<file path="config.mk">
export PLATFORM = sky130hd
export DESIGN_NAME = urxmf_top
export DESIGN_NICKNAME = d
export VERILOG_FILES = /design/src/urxmf_pkg.sv /design/src/urxmf_top.sv
export VERILOG_INCLUDE_DIRS = /design/src
export SDC_FILE = /design/constraint.sdc
export NUM_CORES = 1
export LEC_CHECK = 0
export BUFFER_PORTS_ARGS = -buffer_cell sky130_fd_sc_hd__buf_2
export CAP_MARGIN = 20
export CORE_MARGIN = 4
export CORE_UTILIZATION = 50
export CTS_CLUSTER_DIAMETER = 30
export DETAILED_ROUTE_END_ITERATION = 16
export PLACE_DENSITY = 0.77
export SYNTH_ARGS = -nofsm -noshare
export SYNTH_HDL_FRONTEND = slang
export SYNTH_SLANG_ARGS = --single-unit
</file>
<file path="constraint.sdc">
create_clock -name clk -period 7.22 [get_ports clk]
set_clock_uncertainty 0.2 [all_clocks]
set_input_delay 0.361 -clock clk [delete_from_list [all_inputs] [get_ports clk]]
set_output_delay 0.361 -clock clk [all_outputs]
set_load 0.005 [all_outputs]
</file>
<file path="src/urxmf_cfg.svh">
// Constants for the multidrop UART receiver
`ifndef URXMF_CFG_SVH
`define URXMF_CFG_SVH
`define URXMF_ADDR_CTRL 12'h000
`define URXMF_ADDR_CFG 12'h004
`define URXMF_ADDR_DATA 12'h008
`define URXMF_ADDR_STAT 12'h00c
`define URXMF_SPB_NORM 5'h10
`define URXMF_SPB_DBL 5'h08
`define URXMF_SF_NORM 5'h08
`define URXMF_SF_DBL 5'h04
`define URXMF_SM_NORM 5'h09
`define URXMF_SM_DBL 5'h05
`define URXMF_CSZ_NINE 3'h7
`define URXMF_DIV_RESET 16'h0000
`define URXMF_CSZ_RESET 3'h3
`define URXMF_FIFO_DEPTH 2'h2
`endif

</file>
<file path="src/urxmf_pkg.sv">
// Types for the multidrop UART receiver
package urxmf_pkg;
    typedef enum logic [2:0] {
        URXMF_IDLE = 3'h0,
        URXMF_START = 3'h1,
        URXMF_DATA = 3'h3,
        URXMF_PAR = 3'h2,
        URXMF_STOP = 3'h6
    } urxmf_state_t;
endpackage : urxmf_pkg

</file>
<file path="src/urxmf_top.sv">
// Multidrop UART receiver with address filter and APB registers
`timescale 1ns/1ps
`include "urxmf_cfg.svh"
// What this block does
// - Sixteen samples per bit normally, eight in double speed.
// - First vote sample is 8 normally, 4 in double speed.
// - Middle vote sample is 9 normally, 5 in double speed.
// - Data plus parity bits range from 5 to 10.
// - Address filter works only in standard mode, not extended mode.
// - With filter on in standard mode, non-address frames are dropped before the buffer.
// - Transmitter ignores the filter enable.
// - For 5 to 8 data bits, first stop bit marks frame type.
// - For nine data bits, the ninth bit marks frame type.
// - Type bit one means address, zero means data.
// - Accepted address frame is stored and sets receive complete.
// - With filter off all data frames are accepted.
// - One character size setting is shared by receive and transmit.
// - Start bit with two of three centre samples high is noise.
// - Double speed cuts the samples per bit from 16 to 8; the divisor is unchanged.
module urxmf_top #(
    parameter int DIV_W = 16
) (
    input wire logic clk,
    input wire logic reset,
    input wire logic psel,
    input wire logic penable,
    input wire logic pwrite,
    input wire logic [11:0] paddr,
    input wire logic [31:0] pwdata,
    output logic [31:0] prdata,
    output logic pready,
    output logic pslverr,
    input wire logic rxd,
    output logic [2:0] char_size_out
);
    // ==========================================
    // Register bus
    logic rx_enable_reg;
    logic double_speed_sel_reg;
    logic addr_filter_enable_reg;
    logic extended_serial_mode_reg;
    logic parity_en_reg;
    logic parity_odd_reg;
    logic [2:0] char_size_sel_reg;
    logic [DIV_W-1:0] baud_divisor_reg;
    logic wr_en;
    logic rd_en;
    logic data_rd;
    logic pslverr_next;
    logic [1:0] fifo_cnt_reg;
    logic [11:0] fifo_mem [0:1];
    logic [11:0] head;
    // Flags read as zero once the buffer is empty
    logic rx_nonempty;
    assign wr_en = psel && penable && pwrite;
    assign rd_en = psel && penable && !pwrite;
    assign data_rd = rd_en && (paddr == `URXMF_ADDR_DATA);
    assign pready = 1'b1;
    assign pslverr_next = !(paddr == `URXMF_ADDR_CTRL || paddr == `URXMF_ADDR_CFG ||
        paddr == `URXMF_ADDR_DATA || paddr == `URXMF_ADDR_STAT);
    assign pslverr = psel && penable && pslverr_next;
    assign head = fifo_mem[0];
    assign rx_nonempty = (fifo_cnt_reg != 2'h0);
    assign char_size_out = char_size_sel_reg;

    always_ff @(posedge clk) begin
        if (reset) begin
            rx_enable_reg <= 1'b0;
            double_speed_sel_reg <= 1'b0;
            addr_filter_enable_reg <= 1'b0;
            extended_serial_mode_reg <= 1'b0;
            parity_en_reg <= 1'b0;
            parity_odd_reg <= 1'b0;
        end else if (wr_en && paddr == `URXMF_ADDR_CTRL) begin
            rx_enable_reg <= pwdata[0];
            double_speed_sel_reg <= pwdata[1];
            addr_filter_enable_reg <= pwdata[2];
            extended_serial_mode_reg <= pwdata[3];
            parity_en_reg <= pwdata[4];
            parity_odd_reg <= pwdata[5];
        end
    end

    always_ff @(posedge clk) begin
        if (reset) begin
            char_size_sel_reg <= `URXMF_CSZ_RESET;
            baud_divisor_reg <= DIV_W'(`URXMF_DIV_RESET);
        end else if (wr_en && paddr == `URXMF_ADDR_CFG) begin
            char_size_sel_reg <= pwdata[2:0];
            baud_divisor_reg <= pwdata[16 +: DIV_W];
        end
    end

    always_comb begin
        prdata = 32'h0000_0000;
        case (paddr)
            `URXMF_ADDR_CTRL: prdata[5:0] = {parity_odd_reg, parity_en_reg,
                extended_serial_mode_reg, addr_filter_enable_reg,
                double_speed_sel_reg, rx_enable_reg};
            `URXMF_ADDR_CFG: prdata = {16'(baud_divisor_reg), 13'h0000, char_size_sel_reg};
            // Ninth bit sits beside the byte; one read returns both
            `URXMF_ADDR_DATA: prdata[8:0] = (fifo_cnt_reg != 2'h0) ? head[8:0] : 9'h000;
            `URXMF_ADDR_STAT: prdata[4:0] = {rx_nonempty, head[11:9] & {3{rx_nonempty}}, 1'b0};
            default: prdata = 32'h0000_0000;
        endcase
    end

    // ==========================================
    // Oversampling tick and input sync
    logic [DIV_W-1:0] div_cnt_reg;
    logic tick;
    logic [2:0] rx_sync_reg;
    logic rx_level_reg;
    always_ff @(posedge clk) begin
        if (reset) begin
            div_cnt_reg <= '0;
        end else if (div_cnt_reg == '0) begin
            div_cnt_reg <= baud_divisor_reg;
        end else begin
            div_cnt_reg <= div_cnt_reg - DIV_W'(1);
        end
    end
    assign tick = (div_cnt_reg == '0);

    always_ff @(posedge clk) begin
        if (reset) begin
            rx_sync_reg <= 3'h7;
            rx_level_reg <= 1'b1;
        end else begin
            rx_sync_reg <= {rx_sync_reg[1:0], rxd};
            if (rx_sync_reg[1] == rx_sync_reg[2]) begin
                rx_level_reg <= rx_sync_reg[2];
            end
        end
    end

    // ==========================================
    // Receive state machine
    function automatic logic [3:0] urxmf_data_bits(input logic [2:0] csz);
        urxmf_data_bits = (csz == `URXMF_CSZ_NINE) ? 4'h9 : 4'(5 + csz[1:0]);
    endfunction

    function automatic logic urxmf_vote(input logic [2:0] s);
        urxmf_vote = (s[0] & s[1]) | (s[0] & s[2]) | (s[1] & s[2]);
    endfunction

    urxmf_pkg::urxmf_state_t state_reg;
    logic [4:0] samp_reg;
    logic [3:0] bit_reg;
    logic [2:0] vote_reg;
    logic [8:0] shift_reg;
    logic par_reg;
    logic [4:0] spb;
    logic [4:0] sf;
    logic [4:0] sm;
    logic bit_val;
    logic bit_end;
    logic frame_done;
    logic frame_type;
    logic stop_val;
    logic keep_frame;
    logic [3:0] nbits;
    assign spb = double_speed_sel_reg ? `URXMF_SPB_DBL : `URXMF_SPB_NORM;
    assign sf = double_speed_sel_reg ? `URXMF_SF_DBL : `URXMF_SF_NORM;
    assign sm = double_speed_sel_reg ? `URXMF_SM_DBL : `URXMF_SM_NORM;
    assign nbits = urxmf_data_bits(char_size_sel_reg);
    assign bit_val = urxmf_vote(vote_reg);
    assign bit_end = tick && (samp_reg == spb);
    assign stop_val = bit_val;
    // Stop bit is judged once its third vote sample is in
    assign frame_done = (state_reg == urxmf_pkg::URXMF_STOP) && tick && (samp_reg == sm + 5'h02);
    // Type bit: ninth data bit in nine-bit mode, else first stop bit
    assign frame_type = (char_size_sel_reg == `URXMF_CSZ_NINE) ? shift_reg[8]
        : stop_val;
    assign keep_frame = !addr_filter_enable_reg || extended_serial_mode_reg || frame_type;

    always_ff @(posedge clk) begin
        if (reset) begin
            vote_reg <= 3'h7;
        end else if (tick && samp_reg >= sf && samp_reg <= sm + 5'h01) begin
            vote_reg <= {vote_reg[1:0], rx_level_reg};
        end
    end

    always_ff @(posedge clk) begin
        if (reset || !rx_enable_reg) begin
            state_reg <= urxmf_pkg::URXMF_IDLE;
            samp_reg <= 5'h00;
        end else if (tick) begin
            samp_reg <= (samp_reg == spb) ? 5'h01 : samp_reg + 5'h01;
            case (state_reg)
                urxmf_pkg::URXMF_IDLE: begin
                    samp_reg <= 5'h01;
                    if (!rx_level_reg) begin
                        state_reg <= urxmf_pkg::URXMF_START;
                        samp_reg <= 5'h02;
                    end
                end
                urxmf_pkg::URXMF_START: begin
                    // Early check lets a noise glitch release the line quickly
                    if (samp_reg == sm + 5'h02 && bit_val) begin
                        state_reg <= urxmf_pkg::URXMF_IDLE;
                    end else if (bit_end) begin
                        state_reg <= urxmf_pkg::URXMF_DATA;
                    end
                end
                urxmf_pkg::URXMF_DATA: begin
                    if (bit_end && bit_reg == nbits - 4'h1) begin
                        state_reg <= parity_en_reg ? urxmf_pkg::URXMF_PAR
                            : urxmf_pkg::URXMF_STOP;
                    end
                end
                urxmf_pkg::URXMF_PAR: begin
                    if (bit_end) begin
                        state_reg <= urxmf_pkg::URXMF_STOP;
                    end
                end
                urxmf_pkg::URXMF_STOP: begin
                    // Only the first stop bit is used; next start may follow
                    if (frame_done) begin
                        state_reg <= urxmf_pkg::URXMF_IDLE;
                    end
                end
                default: state_reg <= urxmf_pkg::URXMF_IDLE;
            endcase
        end
    end

    // ==========================================
    // Bit counter, shifter and parity
    always_ff @(posedge clk) begin
        if (reset || !rx_enable_reg) begin
            bit_reg <= 4'h0;
            shift_reg <= 9'h000;
            par_reg <= 1'b0;
        end else if (bit_end) begin
            case (state_reg)
                urxmf_pkg::URXMF_START: begin
                    bit_reg <= 4'h0;
                    par_reg <= 1'b0;
                end
                urxmf_pkg::URXMF_DATA: begin
                    shift_reg <= {bit_val, shift_reg[8:1]};
                    par_reg <= par_reg ^ bit_val;
                    bit_reg <= bit_reg + 4'h1;
                end
                urxmf_pkg::URXMF_PAR: begin
                    par_reg <= par_reg ^ bit_val ^ parity_odd_reg;
                end
                default: begin
                    bit_reg <= bit_reg;
                end
            endcase
        end
    end

    // ==========================================
    // Two-entry receive buffer
    logic [8:0] aligned;
    logic [11:0] new_entry;
    logic push;
    logic pop;
    logic overrun;
    assign aligned = shift_reg >> (4'h9 - nbits);
    assign new_entry = {!stop_val, 1'b0, par_reg & parity_en_reg, aligned};
    // A read in the same cycle frees a slot, so the frame still lands
    assign push = frame_done && keep_frame && (fifo_cnt_reg != `URXMF_FIFO_DEPTH || pop);
    assign overrun = frame_done && keep_frame && fifo_cnt_reg == `URXMF_FIFO_DEPTH && !pop;
    assign pop = data_rd && fifo_cnt_reg != 2'h0;

    always_ff @(posedge clk) begin
        if (reset || !rx_enable_reg) begin
            fifo_cnt_reg <= 2'h0;
            fifo_mem[0] <= 12'h000;
            fifo_mem[1] <= 12'h000;
        end else begin
            // Entry: {frame error, overrun, parity error, ninth bit, byte}
            if (pop) begin
                fifo_mem[0] <= fifo_mem[1];
                fifo_mem[1][10] <= 1'b0;
            end
            if (push) begin
                if (fifo_cnt_reg == 2'h0 || (pop && fifo_cnt_reg == 2'h1)) begin
                    fifo_mem[0] <= new_entry;
                end else begin
                    fifo_mem[1] <= new_entry;
                end
            end else if (overrun && !pop) begin
                fifo_mem[1][10] <= 1'b1;
            end
            fifo_cnt_reg <= fifo_cnt_reg + 2'(push) - 2'(pop);
        end
    end
endmodule : urxmf_top

</file>
== Yosys cells after proc, flatten, opt, wreduce, memory -nomap -nowiden ==
Memory sizes are Yosys's and may differ from the RTL's.
Index checks and enable logic that the tools add are counted.

* Bits of input ports: 50
* Latch bits: 0
* Bits in read-only memories: 0
* Memories: 1
* Register bits: 72
* Memory bits (writable): 24
* Logic and storage cells: 162

{| class="wikitable"
|+ Memories
! name !! depth !! width !! rd ports !! clocked after Yosys merged registers in !! write ports !! line !! source
|-
| fifo_mem || 2 || 12 || 2 || 0 || 2 || urxmf_top.sv:51 || <nowiki>logic [11:0] fifo_mem [0:1];</nowiki>
|}

* Muxes and demuxes: 48
* Magnitude comparators: 2
* Div/mod/pow operators: 0
* Eq/ne operators: 20
* $add $sub $neg: 10
* Bitwise logic cells: 16
* Reductions and logical operators: 46
* $mul: 0
* Shifts and indexed selects: 1

{| class="wikitable"
|+ Operators by type and width
! operator !! number
|-
| $eq 12x4->1 const B || 2
|-
| $mux 12 || 2
|-
| $mux 3 || 8
|-
| $mux 23 || 1
|-
| $mux 1 || 22
|-
| $logic_and 1x1->1 || 21
|-
| $pmux 5 s4 || 1
|-
| $logic_not 16->1 || 1
|-
| $mux 16 || 1
|-
| $sub 16x1->16 const B || 1
|-
| $mux 5 || 3
|-
| $pmux 3 s5 || 1
|-
| $eq 12x3->1 const B || 1
|-
| $logic_not 12->1 || 1
|-
| $mux 4 || 3
|-
| $eq 5x5->1 || 2
|-
| $mux 10 || 1
|-
| $ne 2x2->1 const B || 5
|-
| $mux 9 || 1
|-
| $or 1x1->1 || 9
|-
| $shr 9x4->9 || 1
|-
| $logic_or 1x1->1 || 8
|-
| $pmux 4 s2 || 1
|-
| $eq 3x2->1 const B || 2
|-
| other kinds (31) || 44
|}

== Longest topological paths before layout ==
Gate-level depths: netlist (run 1).

* Word-level depth: 14
* Mapped depth: 13
* Depth with buffers taken out: 12

== Least setup slack after synthesis (run 1) ==
No wires, ideal clock.

* Path kind: register -> register
* Start: register char_size_sel_reg[0] (netlist: char_size_out[0])
* End: register state_reg[2]
* Buffers on the path: 1
* Arrival time: 2.486 ns
* Setup time: 0.072 ns
* Data required time: 6.948 ns
* Stages on the path, launching flop included: 11
* Slack: 4.463 ns
* Period minus slack after synthesis: 2.757 ns
* Path through: dfxtp_1 -> inv_1 -> ha_1 -> clkbuf_1 -> clkinv_1 -> ha_1 -> xnor2_1 -> a2111oi_0 -> nor3_1 -> nor3_1 -> mux2i_1

* Cells in the longest elaborated chain, start to end: 7
* Elaborated cells on any way between the ends: 8

{| class="wikitable"
|+ Ends and longest elaborated chain
! item !! line !! source
|-
| start, declared || urxmf_top.sv:44 || <nowiki>logic [2:0] char_size_sel_reg;</nowiki>
|-
| start signal, assigned || urxmf_top.sv:86 || <nowiki>char_size_sel_reg <= `URXMF_CSZ_RESET;</nowiki>
|-
| start signal, assigned || urxmf_top.sv:89 || <nowiki>char_size_sel_reg <= pwdata[2:0];</nowiki>
|-
| $add 3x2->4 or $eq 3x3->1 (tied branches) || - ||
|-
| $mux 4 * || urxmf_top.sv:140 || <nowiki>urxmf_data_bits = (csz == `URXMF_CSZ_NINE) ? 4'h9 : 4'(5 + csz[1:0]);</nowiki>
|-
| $sub 4x1->4 * || urxmf_top.sv:208 || <nowiki>if (bit_end && bit_reg == nbits - 4'h1) begin</nowiki>
|-
| $eq 4x4->1 * || urxmf_top.sv:208 ||
|-
| $logic_and 1x1->1 * || urxmf_top.sv:208 ||
|-
| $ne 2x2->1 (no line) * || - ||
|-
| $reduce_and 6->1 (no line) * || - ||
|-
| end signal, assigned || urxmf_top.sv:204 || <nowiki>state_reg <= urxmf_pkg::URXMF_DATA;</nowiki>
|-
| end signal, assigned || urxmf_top.sv:209 || <nowiki>state_reg <= parity_en_reg ? urxmf_pkg::URXMF_PAR</nowiki>
|-
| end signal, assigned || urxmf_top.sv:215 || <nowiki>state_reg <= urxmf_pkg::URXMF_STOP;</nowiki>
|-
| end, declared || urxmf_top.sv:147 || <nowiki>urxmf_pkg::urxmf_state_t state_reg;</nowiki>
|}

Mark *: on every way between the ends. The rest lies on a longest branch, timed or not.
A chain may end at the register's enable or synchronous reset.

==> results of run 1 <==
-- kinds of logic (layout without fill, tap and decap cells) --
family / after synthesis / in the layout / share of synthesized area [%]
AO/OA/AOI/OAI: 74 / 74 / 10.2
XOR/XNOR: 18 / 18 / 3.09
adder cells (fa/ha/maj): 15 / 15 / 3.63
buffers and inverters: 49 / 105 / 4.53
flip-flops: 96 / 96 / 42.0
multiplexers: 61 / 61 / 12.5
other: 2 / 8 / 0.147
AND/OR/NAND/NOR: 240 / 240 / 24.0
-- how the worst min path moves through the flow --
stage,from,to,slack (ns)
finish,pwdata[30],baud_divisor_reg[14],0.03
global route,pwdata[3],extended_serial_mode_reg,0.03
floorplan,rx_sync_reg[0],rx_sync_reg[1],0.19
CTS,pwdata[16],baud_divisor_reg[0],0.03
detailed placement,rx_sync_reg[0],rx_sync_reg[1],0.20
global placement,rx_sync_reg[0],rx_sync_reg[1],0.19
-- through the flow --
step	util (%)	hold slack [ns]
finish	58.0	0.0341
global route	58.0	0.0342
CTS	58.0	0.0291
detailed placement	55.8	0.204
global placement	55.8	0.192
floorplan	-	0.189
-- cell type report --
class,count,area [sq um],share of cell area (%)
multi-input combinational,416,2770,48.3
inverter,14,52.6,0.918
sequential,96,2140,37.4
clock buffer,13,181,3.17
clock inverter,3,21.3,0.372
tap,133,166,2.91
timing repair buffer,75,395,6.91
-- worst max-delay path, delay by kind of cell, from the launching register on --
| kind | cells | cell delay [ns] |
|---|---|---|
| buffers and inverters | 1 | 0.08 |
| adder cells (fa/ha/maj) | 1 | 0.33 |
| flip-flops | 1 | 0.46 |
| AND/OR/NAND/NOR | 5 | 2.10 |
-- power by group --
| group | leakage, nW | internal (mW) | switching, mW |
|---|---|---|---|
| sequential | 0.871 | 0.574 | 0.0312 |
| clock | 0.100 | 0.168 | 0.188 |
| combinational | 1.29 | 0.103 | 0.157 |
| total | 2.26 | 0.846 | 0.375 |
-- cells in the final DEF (no fill, tap or decap), drive strengths merged, types with 11 or more instances in the layout --
cell and count:
ha 14, inv 14, buf 74, nand2 39, a21oi 14, nor2 84
dfxtp 74, nand3 14, clkbuf 13, edfxtp 22, mux2i 58, nor3 22
and2 28, xnor2 11
-- metal layers --
| metal | routed length (um) | global-route usage (%) |
|---|---|---|
| met1 | 5210 | 26.3 |
| met2 | 5630 | 35.0 |
| met3 | 812 | 3.55 |
| met4 | 274 | 6.94 |
| met5 | 0 | 0 |
==> impl_metrics.py, run 1 <==
metrics = {
    "setup_path": {
        "worstSetupEndpoint": "fifo_mem[0][4]",
        "ff2ff_path_depth": 7,
        "critPathLaunchType": "register",
        "crit_slowest_cell": "nor3_2",
        "rr_startpoint": "double_speed_sel_reg",
        "end_kind": "register",
        "cp_common_cell": "and4b_1",
        "crit_path_start": "double_speed_sel_reg",
        "required_ns": 7.04,
        "reg2reg_slack_ns": 3.70,
        "r2r_end": "fifo_mem[0][4]",
        "slowest_delay_ns": 0.86,
        "crit_type": "reg2reg",
        "cp_max_fo": 13,
        "timing.critical_path.arrival_ns": 3.34,
        "path_cells": "inv_1 > ha_1 > and4b_1 > and4b_1 > nand4_2 > nor3_2 > or3_1",
    },
    "sta": {
        "rsz0062_at_grt": "false",
        "hold_violations": 0,
        "finalSetupTns_ns": 0,
        "layout_setup_ws_ns": 3.70,
        "period_share_pct": 48.8,
        "min_period_ns": 3.52,
        "max_slew.worst_pin.slew_ns": 1.03,
        "slew_violations": 0,
        "setup_violations": 0,
        "slew_headroom_pct": 30.8,
        "fmax_mhz": 284,
    },
    "power_and_ir_drop": {
        "peakVddDrop_uv": 98.7,
        "finalPower_mw": 1.22,
        "p_leak_nw": 2.26,
        "powerDensity_nw_per_um2": 213,
    },
    "detailed_routing": {
        "ant_nets": 0,
        "route.vias.total": 4243,
        "vias_per_cell": 5.66,
        "drc_errors": 0,
        "routed_wl_um": 11900,
        "dr.pass1.iters": 5,
        "drt_iter0_drc": 269,
        "wire_per_inst_um": 15.9,
    },
    "die": {
        "die-area_sq_um": 11900,
        "core_area_sq_um": 9860,
        "io_pins": 87,
        "rows": 36,
        "initial_utilization_pct": 51.8,
        "die_w_um": 109,
        "die_y_um": 109,
    },
    "logic_synthesis": {
        "ys_seq_elements": 96,
        "synth_cells": 555,
        "yosys-top-cells-area": "dfxtp_1 (29%), edfxtp_1 (13%), mux2i_1 (11%)",
        "ys_warn_count": 0,
        "synth_common_cells": "nor2_1 (84), dfxtp_1 (74), mux2i_1 (58), nand2_1 (39), and2_1 (27)",
        "syn_area_per_cell_sq_um": 9.20,
        "synth_edf_count": 22,
        "synth_most_common_cell": "nor2_1",
        "syn_area_sq_um": 5110,
        "synth.top_cell.area_share_pct": 29.0,
        "synth_cell_type_count": 66,
        "synth_area_leader_cell": "dfxtp_1",
        "async_reset_ff_share_pct": 0,
        "ys_seq_area_share_pct": 42.0,
        "yosys_most_used_dff": "dfxtp_1",
    },
    "finish": {
        "area_growth_pct": 12.1,
        "diodes": 0,
        "final_cell_area_sq_um": 5730,
        "fin_cells": 750,
        "drive_gt1_share_pct": 17.5,
        "fillerInstances": 824,
        "largest_reg_flops": 24,
        "finalNetCount": 676,
    },
    "grt": {
        "gr-total-overflow": 0,
        "grt_start_max_net_pins": 51,
        "grt_usage_pct": 20.6,
        "grt_pass1_vias": 4110,
        "grt_first_pass_wirelength_um": 19500,
        "antenna_found_initial": 0,
    },
    "placed_design": {
        "postPlaceCellArea_sq_um": 5510,
        "dp.cells": 732,
        "io_buffers": 68,
        "place.gp.congestion": 0.891,
        "pre_cts_slack_ns": 3.73,
        "hpwl_um": 8490,
    },
    "hold_path": {
        "hp-class": "in2reg",
        "holdPathStages": 3,
    },
    "clock_network": {
        "cts-root-buf": "clkbuf_8",
        "clkSinkCount": 96,
        "clockBufferDepth": 2,
        "post_cts_resized": 0,
        "numCtsBuffers": 9,
        "cts_setup_buffers": 0,
        "clk-insertion-delay-late_ns": 0.36,
        "postCtsHoldBufs": 1,
        "cts_tree": "yes",
        "ctsHtreeMaxLevel": 3,
        "cts.clk_slew.worst_paths_ns": 0.09,
    },
    "run_status": {
        "status": "finished, final reports clean",
    },
    "run": {
        "cap_violations": 0,
    },
}
(Power assumes the default switching activity.)
==> inputs of run 2 (changes only) <==
Settings changed: ABC_AREA set to 1.
Clock period 7.22 ns to 3.26 ns, I/O delays scaled along.
==> impl_metrics.py, run 2 <==
metrics = {
    "setup_path": {
        "worstSetupEndpoint": "fifo_mem[0][8]",
        "critPathLaunchType": "register",
        "rr_startpoint": "double_speed_sel_reg",
        "slowest_delay_ns": 0.50,
        "crit_path_start": "double_speed_sel_reg",
        "crit_type": "reg2reg",
        "crit_slowest_cell": "nand3_1",
        "ff2ff_path_depth": 8,
        "cp_max_fo": 12,
        "cp_common_cell": "nand2_1",
        "end_kind": "register",
        "r2r_end": "fifo_mem[0][8]",
        "path_cells": "inv_1 > ha_1 > nand4_1 > nor3_1 > nand2_1 > nor2_8 > nand2_1 > nand3_1",
        "reg2reg_slack_ns": 0.43,
        "timing.critical_path.arrival_ns": 2.65,
        "required_ns": 3.07,
    },
    "logic_synthesis": {
        "synth_edf_count": 22,
        "ys_warn_count": 0,
        "ys_seq_elements": 96,
        "yosys_most_used_dff": "dfxtp_1",
        "synth_cells": 706,
        "synth_most_common_cell": "nand2_1",
        "yosys-top-cells-area": "dfxtp_1 (28%), edfxtp_1 (12%), nand2_1 (8.7%)",
        "synth_area_leader_cell": "dfxtp_1",
        "syn_area_sq_um": 5300,
        "async_reset_ff_share_pct": 0,
        "synth.top_cell.area_share_pct": 28.0,
        "synth_common_cells": "nand2_1 (123), inv_1 (81), dfxtp_1 (74), nor2_1 (71), o21ai_0 (65)",
        "syn_area_per_cell_sq_um": 7.51,
        "synth_cell_type_count": 46,
        "ys_seq_area_share_pct": 40.4,
    },
    "detailed_routing": {
        "wire_per_inst_um": 13.8,
        "dr.pass1.iters": 5,
        "ant_nets": 0,
        "drt_iter0_drc": 327,
        "routed_wl_um": 12800,
        "drc_errors": 0,
        "route.vias.total": 4862,
        "vias_per_cell": 5.23,
    },
    "placed_design": {
        "io_buffers": 68,
        "hpwl_um": 9510,
        "place.gp.congestion": 0.933,
    },
    "die": {
        "die_y_um": 111,
        "rows": 37,
        "die-area_sq_um": 12300,
        "initial_utilization_pct": 51.3,
        "die_w_um": 111,
        "io_pins": 87,
        "core_area_sq_um": 10300,
    },
    "sta": {
        "period_share_pct": 86.9,
        "whs_ns": 0.129,
        "min_period_ns": 2.83,
        "slew_headroom_pct": 49.4,
        "hold_violations": 0,
        "max_slew.worst_pin.slew_ns": 0.754,
        "finalSetupTns_ns": 0,
        "rsz0062_at_grt": "false",
        "setup_violations": 0,
        "slew_violations": 0,
        "fmax_mhz": 353,
    },
    "grt": {
        "grt_first_pass_wirelength_um": 21800,
        "antenna_found_initial": 0,
        "grt_pass1_vias": 4657,
        "gr-total-overflow": 0,
        "grt_start_max_net_pins": 35,
        "grt_usage_pct": 21.3,
    },
    "power_and_ir_drop": {
        "p_leak_nw": 2.50,
        "peakVddDrop_uv": 235,
        "powerDensity_nw_per_um2": 456,
    },
    "run": {
        "cap_violations": 0,
    },
    "clock_network": {
        "numCtsBuffers": 9,
        "cts_tree": "yes",
        "ctsHtreeMaxLevel": 3,
        "cts-root-buf": "clkbuf_8",
        "clkSinkCount": 96,
        "post_cts_resized": 0,
        "clk-insertion-delay-late_ns": 0.38,
        "clockBufferDepth": 2,
        "cts.clk_slew.worst_paths_ns": 0.09,
    },
    "finish": {
        "drive_gt1_share_pct": 17.3,
        "final_cell_mix": "nand2_1 (123), inv_1 (81), dfxtp_1 (74)",
        "largest_reg_flops": 24,
        "diodes": 0,
        "final_common_cell": "nand2_1",
        "finalNetCount": 853,
        "area_growth_pct": 15.6,
    },
    "run_status": {
        "status": "finished, final reports clean",
    },
    "hold_path": {
        "hp-class": "in2reg",
    },
}
## run 2: changes by cell type after synthesis, moves of 27 or more
| cell | before | now |
|---|---|---|
| and2_1 | 27 | 0 |
| inv_1 | 13 | 81 |
| mux2i_1 | 58 | 0 |
| nand3_1 | 14 | 44 |
| o21ai_0 | 8 | 65 |
| a21oi_1 | 14 | 49 |
| nand2_1 | 39 | 123 |
## run 2: what timing repair did
action	4_1_cts	5_1_grt
hold buffers	25	0
endpoints found under the hold margin	30	0
buffers inserted	0	0
## run 2: through the flow
step	total power, mW	setup slack (ns)	util (%)	area, sq um	cells
after detailed placement	2.06	0.434	55.1	5690	889
after global routing	2.97	0.229	59.3	6120	930
after global placement	2.04	0.506	55.1	5690	889
final	2.79	0.427	59.3	6120	930
after floorplan	1.93	0.464	-	5320	712
after CTS	2.81	0.418	59.3	6120	930
## run 2: cells by family after synthesis
group,count (synthesis),synth area share [%]
AND/OR/NAND/NOR,301,27.5
AO/OA/AOI/OAI,158,16.5
buffers and inverters,119,9.56
flip-flops,96,40.4
XOR/XNOR,16,2.64
adder cells (fa/ha/maj),14,3.31
other,2,0.142
## run 2: per-layer routing
metal  GRT usage, %  wire length, um  vias to the layer above
met3           4.20              683                       15
met5              0                0                        -
met2           35.4             6170                      116
met4           6.49              174                        0
li1               -                -                     2477
met1           27.9             5800                     2254
## run 2: worst max-delay path: cells and delay by family (launching register included)
kind,cells,cell delay (ns)
buffers and inverters,1,0.10
adders and majority gates,1,0.36
and+or+nand+nor,6,1.41
DFF,1,0.42
## run 2: worst min path at each step
stage                  from                to  cells past startpoint
finish               pwrite   fifo_mem[1][10]                      5
global route        penable  char_size_out[0]                      5
CTS                 penable  char_size_out[1]                      5
detailed placement      rxd    rx_sync_reg[0]                      2
global placement        rxd    rx_sync_reg[0]                      2
floorplan               rxd    rx_sync_reg[0]                      1
## run 2: report_power, final
part	switching (mW)	internal (mW)	leakage (nW)
Combinational	0.427	0.278	1.54
Clock	0.427	0.304	0.0897
Sequential	0.0746	1.28	0.871
Total	0.929	1.87	2.50
## run 2: layout make-up
| type | count | area [sq um] |
|---|---|---|
| fillers | 899 | 4200 |
| multi-input cells | 497 | 2670 |
| flip-flops and latches | 96 | 2140 |
| repair buffers | 98 | 628 |
| inverters | 87 | 328 |
| well taps | 136 | 170 |
| clock buffers | 11 | 141 |
| clock inverters | 5 | 42.5 |
